<file path="config.mk">
export PLATFORM = sky130hd
export DESIGN_NAME = event_trigger_sequencer
export DESIGN_NICKNAME = d
export VERILOG_FILES = /design/src/hdl/event_trigger_pkg.sv /design/src/hdl/channel_match.sv /design/src/hdl/event_trigger_sequencer.sv
export SDC_FILE = /design/constraint.sdc
export NUM_CORES = 1
export LEC_CHECK = 0
export BUFFER_PORTS_ARGS = -buffer_cell sky130_fd_sc_hd__buf_2
export CORE_AREA = 2 2 267 269
export CTS_CLUSTER_SIZE = 8
export DETAILED_ROUTE_END_ITERATION = 8
export DIE_AREA = 0 0 269 271
export MAX_ROUTING_LAYER = met4
export PLACE_DENSITY = 0.39
export SYNTH_ARGS = -nofsm -noshare
export SYNTH_HDL_FRONTEND = slang
export SYNTH_SLANG_ARGS = --single-unit
</file>
<file path="constraint.sdc">
create_clock -name clk_sys -period 9.64 [get_ports clk_sys]
set_input_delay 1.928 -clock clk_sys [delete_from_list [all_inputs] [get_ports clk_sys]]
set_output_delay 1.928 -clock clk_sys [all_outputs]
set_load 0.02 [all_outputs]
</file>
<file path="src/hdl/event_trigger_pkg.sv">
// Purpose: Shared constants and types for the debug event-condition block
// Assumes: One 40 MHz core bus clock, active-low asynchronous reset
// Notes: Channel numbering is 1-based in names, 0-based in vectors
`default_nettype none
package event_trigger_pkg;

   // ----------------------------------------------------------------------
   // Sizes
   // ----------------------------------------------------------------------
   localparam int NUM_CH = 11;
   localparam int ADDR_W = 32;
   localparam int DATA_W = 32;
   localparam int COUNT_W = 16;
   localparam int PERF_W = 32;

   // ----------------------------------------------------------------------
   // Reset values
   // ----------------------------------------------------------------------
   localparam logic [COUNT_W-1:0] COUNT_RESET = 16'h0000;
   localparam logic [PERF_W-1:0] PERF_RESET = 32'h0000_0000;

   // ----------------------------------------------------------------------
   // Encodings
   // ----------------------------------------------------------------------
   typedef enum logic [1:0] {
      ADDR_DATA, ADDR_PC_BEFORE, ADDR_PC_AFTER
   } addr_src_t;

   typedef enum logic [1:0] {
      SIZE_BYTE, SIZE_WORD, SIZE_LONG
   } acc_size_t;

   typedef enum logic [1:0] {
      DIR_EITHER, DIR_READ, DIR_WRITE
   } acc_dir_t;

   // Sequencer selector for channels 1, 2, 3 and 11
   typedef enum logic [3:0] {
      SEQ_OFF,
      SEQ_321, SEQ_321_RP, SEQ_21, SEQ_21_RP,
      PERF_2_TO_1, PERF_1_TO_2
   } seq_mode_t;

   typedef enum logic [1:0] {
      WIN_OFF, WIN_5_TO_4, WIN_5_TO_4_POR
   } win_mode_t;

endpackage

`default_nettype wire

</file>
<file path="src/hdl/channel_match.sv">
// Purpose: One comparator channel: address, optional data and bus state
// Assumes: Bus inputs synchronous to clk_sys, one access per cycle
// Notes: Match is registered, one cycle after the qualifying access
`timescale 1ns/1ps
`default_nettype none
module channel_match
   import event_trigger_pkg::*;
#(
   parameter bit HAS_DATA = 1'b0
) (
   // Clock and reset
   input wire logic clk_sys,
   input wire logic rst_b,
   // Bus activity
   input wire logic access_valid,
   input wire logic [ADDR_W-1:0] access_addr,
   input wire logic [DATA_W-1:0] access_data,
   input wire logic access_write,
   input wire event_trigger_pkg::acc_size_t access_size,
   input wire logic pc_before_valid,
   input wire logic pc_after_valid,
   input wire logic [ADDR_W-1:0] pc,
   // Configuration
   input wire logic enable,
   input wire event_trigger_pkg::addr_src_t addr_src,
   input wire logic [ADDR_W-1:0] addr_value,
   input wire logic data_enable,
   input wire logic [DATA_W-1:0] data_value,
   input wire event_trigger_pkg::acc_size_t data_size,
   input wire event_trigger_pkg::acc_dir_t dir_sel,
   // Result
   output logic hit
);
   logic addr_ok;
   logic data_ok;
   logic dir_ok;
   logic [DATA_W-1:0] mask;

   always_comb begin
      case (addr_src)
         ADDR_DATA: addr_ok = access_valid && access_addr == addr_value;
         ADDR_PC_BEFORE: addr_ok = pc_before_valid && pc == addr_value;
         ADDR_PC_AFTER: addr_ok = pc_after_valid && pc == addr_value;
         default: addr_ok = 1'b0;
      endcase
   end

   always_comb begin
      case (data_size)
         SIZE_BYTE: mask = 32'h0000_00FF;
         SIZE_WORD: mask = 32'h0000_FFFF;
         default: mask = 32'hFFFF_FFFF;
      endcase
      data_ok = !HAS_DATA || !data_enable ||
         (access_valid && access_size == data_size &&
          (access_data & mask) == (data_value & mask));
      case (dir_sel)
         DIR_READ: dir_ok = !HAS_DATA || (access_valid && !access_write);
         DIR_WRITE: dir_ok = !HAS_DATA || (access_valid && access_write);
         default: dir_ok = 1'b1;
      endcase
   end

   always_ff @(posedge clk_sys or negedge rst_b) begin
      if (!rst_b) begin
         hit <= 1'b0;
      end else begin
         hit <= enable && addr_ok && data_ok && dir_ok;
      end
   end

endmodule // channel_match
`default_nettype wire

</file>
<file path="src/hdl/event_trigger_sequencer.sv">
// Purpose: Debug event conditions, sequencer, perf gate and trace window
// Assumes: Configuration ports held stable except when cfg_write pulses
// Notes: Actions are one-cycle pulses or registered levels
//
// Contract
// (RULE1) Address match on data address or PC
// (RULE2) Data match with byte/word/long size
// (RULE3) Bus state qualifies by read/write/either
// (RULE4) Ch1 full, Ch2 no count, others address
// (RULE5) Count fires after N qualified matches
// (RULE6) Ch1/2: break, halt, qualify, perf
// (RULE7) Ch4/5 add window; others break, halt
// (RULE8) Sequence 3 then 2 then 1
// (RULE9) Sequence 2 then 1
// (RULE10) Sequence end gives break or halt
// (RULE11) Ch11 reset point or Ch1 count
// (RULE12) Reset point restarts sequence
// (RULE13) Sequence must repeat programmed count times
// (RULE14) Perf runs 2-to-1 or 1-to-2
// (RULE15) Restart after end accumulates
// (RULE16) Window opens on Ch5, closes Ch4
// (RULE17) Window variant also closes on power-on
// (RULE18) Fresh Ch5 reopens closed window
// (RULE19) Off selectors leave channels independent
// (RULE20) Halt watchdog during debug break
// (RULE21) Config write clears stage, count, pending
`timescale 1ns/1ps
`default_nettype none
module event_trigger_sequencer
   import event_trigger_pkg::*;
(
   // Clock and reset
   input wire logic clk_sys,
   input wire logic rst_b,
   // Core bus activity
   input wire logic access_valid,
   input wire logic [ADDR_W-1:0] access_addr,
   input wire logic [DATA_W-1:0] access_data,
   input wire logic access_write,
   input wire event_trigger_pkg::acc_size_t access_size,
   input wire logic pc_before_valid,
   input wire logic pc_after_valid,
   input wire logic [ADDR_W-1:0] pc,
   input wire logic power_on_reset,
   input wire logic cpu_in_break,
   // Channel configuration
   input wire logic cfg_write,
   input wire logic [NUM_CH-1:0] ch_enable,
   input wire event_trigger_pkg::addr_src_t [NUM_CH-1:0] ch_addr_src,
   input wire logic [NUM_CH-1:0][ADDR_W-1:0] ch_addr,
   input wire logic [1:0] ch_data_enable,
   input wire logic [1:0][DATA_W-1:0] ch_data,
   input wire event_trigger_pkg::acc_size_t [1:0] ch_data_size,
   input wire event_trigger_pkg::acc_dir_t [1:0] ch_dir,
   input wire logic ch1_count_enable,
   input wire logic [COUNT_W-1:0] ch1_count,
   // Action selection
   input wire logic [NUM_CH-1:0] act_break,
   input wire logic [NUM_CH-1:0] act_trace_halt,
   input wire logic [1:0] act_trace_qualify,
   input wire event_trigger_pkg::seq_mode_t seq_mode,
   input wire logic seq_halts_trace,
   input wire event_trigger_pkg::win_mode_t trace_window_mode,
   // Results
   output logic break_req,
   output logic trace_halt,
   output logic trace_qualify,
   output logic trace_window_open,
   output logic perf_active,
   output logic [PERF_W-1:0] perf_count,
   output logic [NUM_CH-1:0] ch_hit,
   output logic [COUNT_W-1:0] occurrence,
   output logic [1:0] seq_stage,
   output logic watchdog_timer_stop
);
   // ----------------------------------------------------------------------
   // Comparators
   // ----------------------------------------------------------------------
   logic [NUM_CH-1:0] hit;
   logic seq_on;
   logic seq3;
   logic rp_on;
   logic perf_on;
   logic win_on;
   logic count_on;
   logic count_done;
   logic [COUNT_W-1:0] next_occurrence;

   genvar g;
   generate
      for (g = 0; g < NUM_CH; g++) begin : g_ch
         channel_match #(.HAS_DATA(g < 2)) u_ch ( // RULE4
            .clk_sys(clk_sys),
            .rst_b(rst_b),
            .access_valid(access_valid),
            .access_addr(access_addr),
            .access_data(access_data),
            .access_write(access_write),
            .access_size(access_size),
            .pc_before_valid(pc_before_valid),
            .pc_after_valid(pc_after_valid),
            .pc(pc),
            .enable(ch_enable[g] && !cfg_write),
            .addr_src(ch_addr_src[g]), // RULE1
            .addr_value(ch_addr[g]),
            .data_enable(g < 2 ? ch_data_enable[g % 2] : 1'b0), // RULE2
            .data_value(ch_data[g % 2]),
            .data_size(ch_data_size[g % 2]),
            .dir_sel(g < 2 ? ch_dir[g % 2] : DIR_EITHER), // RULE3
            .hit(hit[g])
         );
      end
   endgenerate

   // ----------------------------------------------------------------------
   // Mode decode
   // ----------------------------------------------------------------------
   always_comb begin
      seq_on = seq_mode inside {SEQ_321, SEQ_321_RP, SEQ_21, SEQ_21_RP};
      seq3 = seq_mode inside {SEQ_321, SEQ_321_RP};
      rp_on = seq_mode inside {SEQ_321_RP, SEQ_21_RP}; // RULE11
      perf_on = seq_mode inside {PERF_2_TO_1, PERF_1_TO_2};
      win_on = trace_window_mode != WIN_OFF;
      // Ch1 count is used only when Ch11 is not a reset point
      count_on = ch1_count_enable && !rp_on; // RULE11
      next_occurrence = occurrence + 16'h0001;
      count_done = !count_on || next_occurrence >= ch1_count;
   end

   // ----------------------------------------------------------------------
   // Sequencer stage and occurrence counter
   // ----------------------------------------------------------------------
   // Stage 0 waits for the first channel, 1 for Ch2 (3-2-1), 2 for Ch1.
   logic ch1_event;
   logic seq_done;

   always_comb begin
      ch1_event = 1'b0;
      seq_done = 1'b0;
      if (seq_on) begin
         seq_done = seq_stage == 2'd2 && hit[0] && !(rp_on && hit[10]);
         ch1_event = seq_done;
      end else if (!perf_on) begin
         ch1_event = hit[0]; // RULE19
      end
   end

   always_ff @(posedge clk_sys or negedge rst_b) begin
      if (!rst_b) begin
         seq_stage <= 2'd0;
      end else if (cfg_write || power_on_reset || !seq_on) begin
         seq_stage <= 2'd0; // RULE21
      end else if (rp_on && hit[10]) begin
         seq_stage <= 2'd0; // RULE12
      end else begin
         case (seq_stage)
            2'd0: begin
               if (seq3 && hit[2]) begin
                  seq_stage <= 2'd1; // RULE8
               end else if (!seq3 && hit[1]) begin
                  seq_stage <= 2'd2; // RULE9
               end
            end
            2'd1: begin
               if (hit[1]) begin
                  seq_stage <= 2'd2; // RULE8
               end
            end
            2'd2: begin
               if (hit[0]) begin
                  seq_stage <= 2'd0;
               end
            end
            default: seq_stage <= 2'd0;
         endcase
      end
   end

   always_ff @(posedge clk_sys or negedge rst_b) begin
      if (!rst_b) begin
         occurrence <= COUNT_RESET;
      end else if (cfg_write || !count_on) begin
         occurrence <= COUNT_RESET; // RULE21
      end else if (ch1_event) begin
         // Counts qualified matches, or whole sequences when sequenced
         occurrence <= count_done ? COUNT_RESET : next_occurrence; // RULE5 RULE13
      end
   end

   // ----------------------------------------------------------------------
   // Actions
   // ----------------------------------------------------------------------
   logic ch1_fire;
   logic [NUM_CH-1:0] fire;

   always_comb begin
      ch1_fire = ch1_event && count_done; // RULE5
      fire = hit;
      fire[0] = ch1_fire && !seq_on;
      // Sequenced or perf channels give up their own actions
      if (seq_on || perf_on) begin
         fire[1] = 1'b0;
         fire[2] = 1'b0;
      end
      if (rp_on) begin
         fire[10] = 1'b0;
      end
      if (win_on) begin
         fire[3] = 1'b0; // RULE19
         fire[4] = 1'b0;
      end
   end

   always_ff @(posedge clk_sys or negedge rst_b) begin
      if (!rst_b) begin
         break_req <= 1'b0;
         trace_halt <= 1'b0;
      end else if (cfg_write) begin
         break_req <= 1'b0; // RULE21
         trace_halt <= 1'b0;
      end else if (seq_on) begin
         break_req <= (|(fire & act_break)) ||
            (ch1_fire && !seq_halts_trace); // RULE10
         trace_halt <= (|(fire & act_trace_halt)) ||
            (ch1_fire && seq_halts_trace); // RULE10
      end else begin
         break_req <= |(fire & act_break); // RULE6 RULE7
         trace_halt <= |(fire & act_trace_halt); // RULE6 RULE7
      end
   end

   always_ff @(posedge clk_sys or negedge rst_b) begin
      if (!rst_b) begin
         trace_qualify <= 1'b0;
      end else begin
         trace_qualify <= |(fire[1:0] & act_trace_qualify); // RULE6
      end
   end

   // ----------------------------------------------------------------------
   // Performance gate
   // ----------------------------------------------------------------------
   logic perf_start;
   logic perf_end;

   always_comb begin
      perf_start = seq_mode == PERF_2_TO_1 ? hit[1] : hit[0]; // RULE14
      perf_end = seq_mode == PERF_2_TO_1 ? hit[0] : hit[1]; // RULE14
   end

   always_ff @(posedge clk_sys or negedge rst_b) begin
      if (!rst_b) begin
         perf_active <= 1'b0;
      end else if (cfg_write || !perf_on) begin
         perf_active <= 1'b0;
      end else if (perf_end) begin
         perf_active <= 1'b0;
      end else if (perf_start) begin
         perf_active <= 1'b1; // RULE15
      end
   end

   always_ff @(posedge clk_sys or negedge rst_b) begin
      if (!rst_b) begin
         perf_count <= PERF_RESET;
      end else if (perf_active) begin
         // Never cleared by a restart; sums all intervals
         perf_count <= perf_count + 32'h0000_0001; // RULE15
      end
   end

   // ----------------------------------------------------------------------
   // Trace window
   // ----------------------------------------------------------------------
   always_ff @(posedge clk_sys or negedge rst_b) begin
      if (!rst_b) begin
         trace_window_open <= 1'b0;
      end else if (cfg_write || !win_on) begin
         trace_window_open <= 1'b0;
      end else if (trace_window_mode == WIN_5_TO_4_POR && power_on_reset) begin
         trace_window_open <= 1'b0; // RULE17
      end else if (hit[3]) begin
         trace_window_open <= 1'b0; // RULE16
      end else if (hit[4]) begin
         trace_window_open <= 1'b1; // RULE16 RULE18
      end
   end

   // ----------------------------------------------------------------------
   // Watchdog hold and hit status
   // ----------------------------------------------------------------------
   always_ff @(posedge clk_sys or negedge rst_b) begin
      if (!rst_b) begin
         watchdog_timer_stop <= 1'b0;
         ch_hit <= '0;
      end else begin
         watchdog_timer_stop <= cpu_in_break; // RULE20
         ch_hit <= hit;
      end
   end

   // ----------------------------------------------------------------------
   // Checks
   // ----------------------------------------------------------------------
   property p_wdt;
      @(posedge clk_sys) disable iff (!rst_b)
      cpu_in_break |=> watchdog_timer_stop;
   endproperty
   a_wdt: assert property (p_wdt) else $error("watchdog not held"); // RULE20

   property p_rp;
      @(posedge clk_sys) disable iff (!rst_b)
      (rp_on && hit[10] && !cfg_write) |=> seq_stage == 2'd0;
   endproperty
   a_rp: assert property (p_rp) else $error("reset point ignored"); // RULE12

   property p_cfg;
      @(posedge clk_sys) disable iff (!rst_b)
      cfg_write |=> (seq_stage == 2'd0 && occurrence == COUNT_RESET &&
         !break_req && !trace_halt);
   endproperty
   a_cfg: assert property (p_cfg) else $error("config clear lost"); // RULE21

   property p_seq;
      @(posedge clk_sys) disable iff (!rst_b)
      (seq3 && seq_stage == 2'd0) |=> seq_stage != 2'd2;
   endproperty
   a_seq: assert property (p_seq) else $error("sequence skipped"); // RULE8

   property p_seq21;
      @(posedge clk_sys) disable iff (!rst_b)
      (seq_on && !seq3 && seq_stage == 2'd0 && hit[1] && !hit[10] &&
         !cfg_write && !power_on_reset) |=> seq_stage == 2'd2;
   endproperty
   a_seq21: assert property (p_seq21) else $error("ch2 stage"); // RULE9

   property p_win_open;
      @(posedge clk_sys) disable iff (!rst_b)
      (win_on && hit[4] && !hit[3] && !power_on_reset && !cfg_write)
         |=> trace_window_open;
   endproperty
   a_win_open: assert property (p_win_open) else $error("no open"); // RULE18

   property p_win_por;
      @(posedge clk_sys) disable iff (!rst_b)
      (trace_window_mode == WIN_5_TO_4_POR && power_on_reset)
         |=> !trace_window_open;
   endproperty
   a_win_por: assert property (p_win_por) else $error("por no close"); // RULE17

   property p_perf_acc;
      @(posedge clk_sys) disable iff (!rst_b)
      perf_active |=> perf_count == $past(perf_count) + 32'h0000_0001;
   endproperty
   a_perf_acc: assert property (p_perf_acc) else $error("perf lost"); // RULE15

   property p_count;
      @(posedge clk_sys) disable iff (!rst_b)
      (ch1_event && !count_done && !cfg_write) |=> occurrence != COUNT_RESET;
   endproperty
   a_count: assert property (p_count) else $error("early count"); // RULE5

endmodule // event_trigger_sequencer
`default_nettype wire

</file>
Word-level counts from Yosys, hierarchy flattened
Cells that the tools add are included.
{ "word_totals": {"output_inout_bits": 67, "mem_bits_rw": 0, "romBits": 0, "word_cells": 265, "reg_bits": 78, "latchBits": 0, "memories": 0, "in_bits": 614} }
{ "op_classes": {"shifts": 0, "addsub": 2, "multipliers": 0, "eq_ne": 66, "order_cmp": 1, "muxes": 43, "n_reduce_logical": 125, "bitwise_logic": 7, "n_div": 0} }
{ "ops": {"columns": ["cell", "n"], "rows": [
  ["$eq A32 B32 Y1", 24],
  ["$and A32 B32 Y32", 4],
  ["$pmux W32 S2", 2],
  ["$logic_and A1 B1 Y1", 76],
  ["$mux W16", 3],
  ["$pmux W1 S3", 11],
  ["$add A32 B1 Y32 const B", 1],
  ["$eq A2 B1 Y1 const B", 16],
  ["$eq A2 B2 Y1 const B", 15],
  ["$logic_not A2 Y1", 14],
  ["$and A11 B11 Y11", 2],
  ["$reduce_or A11 Y1", 2],
  ["$add A16 B1 Y16 const B", 1],
  ["$ge A16 B16 Y1", 1],
  ["$mux W1", 16],
  ["$mux W2", 8],
  ["$eq A4 B3 Y1 const B", 3],
  ["$logic_not A1 Y1", 12],
  ["$logic_or A1 B1 Y1", 11],
  ["$reduce_bool A2 Y1", 5],
  ["$eq A4 B2 Y1 const B", 2],
  ["$reduce_bool A4 Y1", 2],
  ["$pmux W2 S3", 1],
  ["$ne A5 B5 Y1 const B", 1],
  ["9 further kinds", 11]
]} }

Depth between registers and ports, before layout
Gate-level depths: netlist (run 1).
{ "logic_depth": {"word_depth": 13, "mapped_depth": 14, "ltp_nobuf": 12} }

By module
From an unflattened synthesis (run 1), not the netlist that was laid out.
{ "hier_totals": {"hier_cells": 1548, "hier_area_um2": 13611.8} }
{ "by_module_without_submodules": {"columns": ["module", "cells_each", "area_each_um2", "seq_area_each_um2", "n_inst"], "rows": [
  ["channel_match (g_ch[3].u_ch ...)", 96, 808.3, 25.0, 7],
  ["event_trigger_sequencer", 382, 3847.4, 1676.6, 1],
  ["channel_match (g_ch[0].u_ch ...)", 151, 1232.4, 25.0, 2],
  ["channel_match (g_ch[10].u_ch ...)", 96, 820.8, 25.0, 2]
]} }

Least setup slack after synthesis (run 1)
OpenSTA, ideal clock, no wires.
{ "synth_timing": {"path_type": "input port to flip-flop", "from": "input port ch1_count[13]", "to": "register occurrence[4]", "t_arrival_ps": 3552, "setup_time_ps": 121, "setup_slack_ps": 5967, "path_stages": 10, "required_ps": 9519, "path_cell_list": "inv_1 > ha_1 > and4_1 > nand3_1 > a221o_1 > and4_1 > buf_6 > and2_4 > buf_6 > a22o_1"} }
{ "synth_between": {"elab_chain_cells": 5} }
{ "synth_rtl": {"columns": ["element", "line_no", "text"], "rows": [
  ["from (decl)", "event_trigger_sequencer.sv:56", "input wire logic [COUNT_W-1:0] ch1_count,"],
  ["$ge A16 B16 Y1", "event_trigger_sequencer.sv:127", "count_done = !count_on || next_occurrence >= ch1_count;"],
  ["$logic_or A1 B1 Y1", "event_trigger_sequencer.sv:127", null],
  ["$mux W16", "event_trigger_sequencer.sv:186", "occurrence <= count_done ? COUNT_RESET : next_occurrence;"],
  ["$mux W16", "event_trigger_sequencer.sv:184", "end else if (ch1_event) begin"],
  ["$mux W16", "event_trigger_sequencer.sv:182", "end else if (cfg_write || !count_on) begin"],
  ["to (signal assigned)", "event_trigger_sequencer.sv:186", null],
  ["to (decl)", "event_trigger_sequencer.sv:72", "output logic [COUNT_W-1:0] occurrence,"]
]} }
Every way passes these cells. The select of a mux whose other input is x is not followed.
A chain may end at the register's enable or synchronous reset.

Worst setup path after layout (run 1)
{ "layout_timing": {"from": "input port access_addr[0]", "to": "register g_ch[4].u_ch.hit"} }
{ "layout_between": {"elab_chain_cells": 4} }
{ "layout_rtl": {"columns": ["element", "line_no", "text"], "rows": [
  ["from (decl)", "event_trigger_sequencer.sv:37", "input wire logic [ADDR_W-1:0] access_addr,"],
  ["$eq A32 B32 Y1", "channel_match.sv:41", "ADDR_DATA: addr_ok = access_valid && access_addr == addr_value;"],
  ["$logic_and A1 B1 Y1", "channel_match.sv:41", null],
  ["$pmux W1 S3", "channel_match.sv:40", "case (addr_src)"],
  ["$logic_and A1 B1 Y1", "channel_match.sv:68", "hit <= enable && addr_ok && data_ok && dir_ok;"],
  ["to (signal assigned)", "channel_match.sv:68", null],
  ["to (decl)", "channel_match.sv:32", "output logic hit"]
]} }
Every way passes these cells.

==> results of run 1 <==
critical path, cell delays in order:
cell and delay (ns):
buf_2 0.58, xor2_1 0.14, nor4_1 0.48, nand4_1 0.17, nor4_1 0.34, a41oi_1 0.17
nor4b_1 0.71
metal layers:
layer | vias up | routed length [um]
li1 | 6886 | -
met1 | 7818 | 41540
met2 | 1050 | 47770
met3 | 278 | 9426
met4 | 0 | 5911
met5 | - | 0
worst max-delay path by stage:
stage | start | to | slack (ns) | cells past startpoint
detailed placement | access_addr[0] | g_ch[4].u_ch.hit$_DFF_PN0_ | 4.83 | 7
floorplan | ch1_count[13] | occurrence[4]$_DFFE_PN0P_ | 5.97 | 10
finish | access_addr[0] | g_ch[4].u_ch.hit$_DFF_PN0_ | 5.29 | 7
global route | access_addr[0] | g_ch[4].u_ch.hit$_DFF_PN0_ | 5.15 | 7
CTS | access_addr[0] | g_ch[4].u_ch.hit$_DFF_PN0_ | 5.25 | 7
global placement | access_addr[0] | g_ch[4].u_ch.hit$_DFF_PN0_ | 4.76 | 7
state kept, by name (all words and copies together) (netlist names):
signal	count
seq_stage	2
watchdog_timer_stop	1
trace_halt	1
g_ch.u_ch.hit	11
ch_hit	11
trace_qualify	1
break_req	1
trace_window_open	1
perf_active	1
occurrence	16
perf_count	32
cell type report:
cell class                      count  share of cell area
Antenna cell                       32            0.004389
Clock buffer                        9             0.01234
Clock inverter                      7            0.004046
Inverter                           71             0.01461
Multi-Input combinational cell   1394              0.6044
Sequential cell                    78              0.1070
Tap cell                          940             0.06447
Timing Repair Buffer              685              0.1887
where the power goes:
group	total (mW)	internal (mW)	switching, mW
clock network	0.377	0.184	0.193
logic	0.751	0.289	0.462
registers	0.327	0.327	0.000181
through the flow:
stage,util,hold WS (ns)
after floorplan,-,0.3725
after global placement,0.2560,0.4014
after detailed placement,0.2560,0.3960
after CTS,0.2603,0.4136
after global routing,0.2611,0.4302
final,0.2614,0.4111
logic make-up (layout without fill, tap and decap cells):
| logic type | after synthesis | after routing |
|---|---|---|
| other cells | 0 | 32 |
| mux | 11 | 11 |
| simple gates | 422 | 422 |
| buf+inv | 151 | 772 |
| fa+ha+maj | 55 | 55 |
| xor+xnor | 797 | 797 |
| flops | 78 | 78 |
| compound gates | 109 | 109 |
cell usage in the layout (no fill, tap or decap), types with 3 or more instances in the layout:
| cell | n |
|---|---|
| buf_2 | 679 |
| clkbuf_16 | 9 |
| nor3_1 | 26 |
| mux2i_1 | 7 |
| xor2_1 | 378 |
| and3_1 | 7 |
| a21oi_1 | 23 |
| inv_1 | 69 |
| o41ai_1 | 4 |
| a222oi_1 | 7 |
| a22oi_1 | 6 |
| or3_1 | 5 |
| and4_1 | 9 |
| o211ai_1 | 4 |
| nor4_1 | 109 |
| buf_4 | 6 |
| a31oi_1 | 7 |
| ha_1 | 55 |
| dfrtp_1 | 78 |
| and2_1 | 5 |
| o22ai_1 | 8 |
| inv_8 | 3 |
| a22o_1 | 9 |
| a2111oi_0 | 3 |
| nand3_1 | 41 |
| nand4_1 | 129 |
| o21ai_0 | 8 |
| xnor2_1 | 419 |
| nor4b_1 | 5 |
| nor2_1 | 36 |
| nand2_1 | 41 |
| diode_2 | 32 |
==> impl_metrics.toml, run 1 <==
[status]
status = "finished clean"

[drt]
route.vias.total = 16030
drt-pass1-iter-count = 5
drt_wl_cell_um = 32.54
drc = 0
finalWirelength_um = 104600
final_antenna_net_count = 0
routed_via_density = 4.985
drt_iter0_markers = 1444

[worst_setup_path]
worstReg2RegEnd = "occurrence[11]$_DFFE_PN0P_"
worstPathMaxFanout = 11
critical_path.reg2reg.startpoint = "occurrence[2]$_DFFE_PN0P_"
start_to_end_type_of_the_worst_setup_path = "input port to flop"
worst-r2r-cell-count = 12
crit_path_end_kind = "flop"
worstPathRequired_ns = 9.83
start_kind = "input port"
regToRegSetupSlack_ns = 5.62
arrival_ns = 4.54

[global_route]
pin_count_of_the_biggest_net_entering_global_routing = 58
grt.total_usage = 0.2844
grt_antenna_before_repair = 45
globalRouteMet1Util = 0.3408
gr-total-overflow = 0
grt_pass1_vias = 16700
global_route_wire_length_before_repair_um = 136400
gr-max-usage-layer = "met2"
gr-usage-met2 = 0.4493
use_met3 = 0.06135

[clocking]
clock_sinks = 78
cts.clk_slew.worst_paths_ns = 0.08
clk_lat_worst_skew_ns = 0.39
cts-buffers-inserted = 9
cts_setup_buffers = 0
cts_repair_resize_count = 0
root_buffer = "clkbuf_16"
cts_hold_buf = 0
cts.htree.levels = 3
cts_tree = "built"
cts-root-to-sink-buffers = 2

[yosys]
synth_most_common_cell = "xnor2_1"
netlist_instances = 1623
syn_area_per_cell_um2 = 8.430
synth.largest_area_cell = "xnor2_1"
share_of_synthesized_registers_carrying_an_async_set_or_reset = 1.000
netlist_area_pre_place_um2 = 13680
synth-compound-area-share = 0.06045
syn_nets = 2292
synth_simple_gate_area_share = 0.1766
yosysUniqueCellTypes = 62
postSynthRegisterBits = 78
synth_xor_xnor_area_share = 0.5102
synth.mux.area_fraction = 0.008413
synth_top_family_by_area = "XOR/XNOR gates"
synth_warn = 0
ys_dominant_reg_cell = "dfrtp_1"
seq_area_frac_synth = 0.1427
ys_top_cells_by_count = "419 x xnor2_1, 378 x xor2_1, 129 x nand4_1"
synth_top_cell_area_share = 0.2682
synth-edff-count = 0
synth.area.top_cells = "xnor2_1 27%, xor2_1 24%, dfrtp_1 14%, nand4_1 5.9%, ha_1 5.0%"
post_synth_fa_ha_maj_area_fraction = 0.05030

[floorplan]
pin_count = 681
initial_cell_density_of_the_core = 0.1961
core.rowCount = 97
die_w_um = 269
fp.dieArea_um2 = 72900
fp.dieH_um = 271
design.core.area_um2 = 69790

[finish]
post_route_cells_drive_above_1_share = 0.3173
final_cell_area_um2 = 18240
final_net_count = 2908
seqCellArea_um2 = 1952
finish.cell_count_without_fillers = 3216
synthToLayoutAreaGrowth_pct = 33.34
area_taken_by_multi_input_logic_gates_um2 = 11030
num-fill-cells = 7816

[min_path]
worst_hold_path.endpoint = "ch_hit[7]$_DFF_PN0_"
hold_class = "flop to flop"
min_delay_path_depth = 0
hp-start = "g_ch[7].u_ch.hit$_DFF_PN0_"

[sta]
worstMarginPinSlew_ns = 1.012
maxSlewViolCount = 0
rsz0062_at_grt = "false"
slew_headroom = 0.3254
final_worst_path_period_need_ns = 4.349
finalHoldViolations = 0
finalClockSkew_ns = 0.02210
timing.final.ws_setup_ns = 5.291
finalSetupViolCount = 0
max_clock_freq_mhz = 229.9
fin_setup_tns_ns = 0
final_clock_period_utilization_by_the_worst_path = 0.4512

[power]
power.density_nw_per_um2 = 79.79
peakVddDrop_uv = 73.29
totalPowerFinal_mw = 1.456
power.static_leakage_nw = 7.907

[placed_design]
placement.cell_area_um2 = 17860
dp.final_hpwl_um = 81760
number_of_port_buffers = 680
globalplace.congestion = 0.9555
dp_worst_setup_slack_ns = 4.831
place.detailed.instances = 3168

[flow_run]
maxCapViolations = 0
No activity file was read; power rests on OpenSTA's default activity.
==> run 2: changes to the inputs <==
Settings changed: PLACE_DENSITY 0.39 to 0.4.
Clock period 9.64 ns to 3.58 ns, I/O delays scaled along.
==> impl_metrics.toml, run 2 (synthesized netlist as in run 1, its figures left out) <==
[sta]
rsz0062_at_grt = "false"
timing.final.ws_setup_ns = 0.3304
worstMarginPinSlew_ns = 0.7869
slew_headroom = 0.4754
finalClockSkew_ns = 0.02273
finalHoldViolations = 0
hold_slack_ns = 0.4182
fin_setup_tns_ns = 0
finalSetupViolCount = 0
final_worst_path_period_need_ns = 3.250
maxSlewViolCount = 0
max_clock_freq_mhz = 307.7
final_clock_period_utilization_by_the_worst_path = 0.9077

[power]
power.static_leakage_nw = 8.262
power.density_nw_per_um2 = 214.9
pwr-share-comb = 0.516
power.switching_fraction = 0.4371
power.share.sequential = 0.218
power.clock.fraction = 0.265
peakVddDrop_uv = 222.0
power.switching_mw = 1.765
power.internal_mw = 2.272
totalPowerFinal_mw = 4.037

[flow_run]
maxCapViolations = 0

[finish]
largest_reg_flops = 32
synthToLayoutAreaGrowth_pct = 37.33
final_net_count = 2978
layout_common_cells = "679 x buf_2, 419 x xnor2_1, 378 x xor2_1, 129 x nand4_1, 109 x nor4_1"
regMostFlops = "perf_count"
largest_registers = "perf_count (32), occurrence (16)"
post_route_cells_drive_above_1_share = 0.3384
most_frequent_standard_cell_in_the_layout_excluding_fill_and_tap_cells = "buf_2"

[clocking]
clock_sinks = 78
cts_setup_buffers = 0
cts_tree = "built"
cts.htree.levels = 3
cts-root-to-sink-buffers = 2
cts-buffers-inserted = 9
root_buffer = "clkbuf_16"
clk_lat_worst_skew_ns = 0.39
cts.clk_slew.worst_paths_ns = 0.09
cts_hold_buf = 0

[floorplan]
core.rowCount = 97
fp.dieArea_um2 = 72900
fp.dieH_um = 271
initial_cell_density_of_the_core = 0.1961
design.core.area_um2 = 69790
die_w_um = 269
pin_count = 681

[worst_setup_path]
worstReg2RegEnd = "occurrence[13]$_DFFE_PN0P_"
cell_class_contributing_the_biggest_share_of_worst_path_delay = "simple AND/OR/NAND/NOR gates"
worst-r2r-cell-count = 12
critical_path.reg2reg.startpoint = "occurrence[2]$_DFFE_PN0P_"
crit_path_end_kind = "flop"
startpoint = "occurrence[2]$_DFFE_PN0P_"
worstPathMaxFanout = 6
cpMaxStageDelayCell = "dfrtp_1"
worst_path_largest_cell_delay_ns = 0.45
regToRegSetupSlack_ns = 0.33
crit_chain = "and3_1, nand2_1, nor2_1, nand3_1, xnor2_1, ha_1, a21oi_1, o21ai_0, a211oi_1, and4_1, nand2_1, o31ai_1"
path_buf_inv = 0
critical_path_depth = 12
start_kind = "flop"
worst_setup_path_endpoint = "occurrence[13]$_DFFE_PN0P_"
crit_top_cell = "nand2_1"
worstPathRequired_ns = 3.86
arrival_ns = 3.53
start_to_end_type_of_the_worst_setup_path = "flop to flop"

[placed_design]
dp_worst_setup_slack_ns = 0.3466
number_of_port_buffers = 680
dp.final_hpwl_um = 87360
globalplace.congestion = 0.9796

[global_route]
gr-total-overflow = 0
grt_antenna_before_repair = 39
grt_pass1_vias = 16670
pin_count_of_the_biggest_net_entering_global_routing = 56
global_route_wire_length_before_repair_um = 137600
grt.total_usage = 0.2852

[drt]
final_antenna_net_count = 0
drt_wl_cell_um = 31.79
finalWirelength_um = 104400
route.vias.total = 16100
drt-pass1-iter-count = 6
drc = 0
routed_via_density = 4.901
drt_iter0_markers = 1335

[min_path]
hold_class = "input port to asynchronous set/reset pin"

[status]
status = "finished clean"
## run 2: changes by cell type in the layout (fill, tap and decap cells not counted)
cell,change
o41ai_1,-1
buf_4,+70
clkinv_8,-1
inv_6,+1
bufinv_16,+1
o41ai_2,+1
clkinvlp_4,-1
diode_2,-1
## run 2: how the worst min path moves through the flow
stage	startpoint	to	slack [ns]	cells past startpoint
global placement	g_ch[7].u_ch.hit$_DFF_PN0_	ch_hit[7]$_DFF_PN0_	0.40	0
detailed placement	g_ch[7].u_ch.hit$_DFF_PN0_	ch_hit[7]$_DFF_PN0_	0.40	0
CTS	cpu_in_break	watchdog_timer_stop$_DFF_PN0_	0.39	1
finish	rst_b	perf_count[2]$_DFFE_PN0P_	0.42	1
floorplan	g_ch[5].u_ch.hit$_DFF_PN0_	ch_hit[5]$_DFF_PN0_	0.37	0
global route	cpu_in_break	watchdog_timer_stop$_DFF_PN0_	0.41	1
## run 2: power by group through the flow
stage	Sequential, mW	Combinational, mW	Clock [mW]
after floorplan	0.901	0.959	0
after global placement	0.899	2.05	0
after detailed placement	0.899	2.05	0
after CTS	0.882	2.06	1.11
after global routing	0.882	2.18	1.13
final	0.882	2.08	1.07
## run 2: area by class of cell
cell class / instances / area (um^2)
antenna: 31 / 77.57
clock buffer: 9 / 225.2
clock inverter: 7 / 88.84
fill: 7779 / 51000
inverter: 71 / 266.5
multi-input combinational: 1394 / 11030
sequential: 78 / 1952
tap: 940 / 1176
timing repair buffer: 755 / 3969
## run 2: stage by stage
step / std cells / area (um^2) / utilization
after CTS: 3254 / 18700 / 0.2680
after global placement: 3238 / 18390 / 0.2635
after global routing: 3282 / 18780 / 0.2691
after floorplan: 1623 / 13680 / -
final: 3285 / 18790 / 0.2692
after detailed placement: 3238 / 18390 / 0.2635
## run 2: what timing repair did
item	CTS	global route
endpoints found under the hold margin	0	0
setup endpoints to repair	0	1
resized for setup	0	1
## run 2: metal layers
layer  up-vias  GRT usage  wire length, um
li1       7021          -                -
met1      7875     0.3382            42500
met2       936     0.4572            47950
met3       268    0.06326             8245
met4         0     0.1307             5726
met5         -          -                0
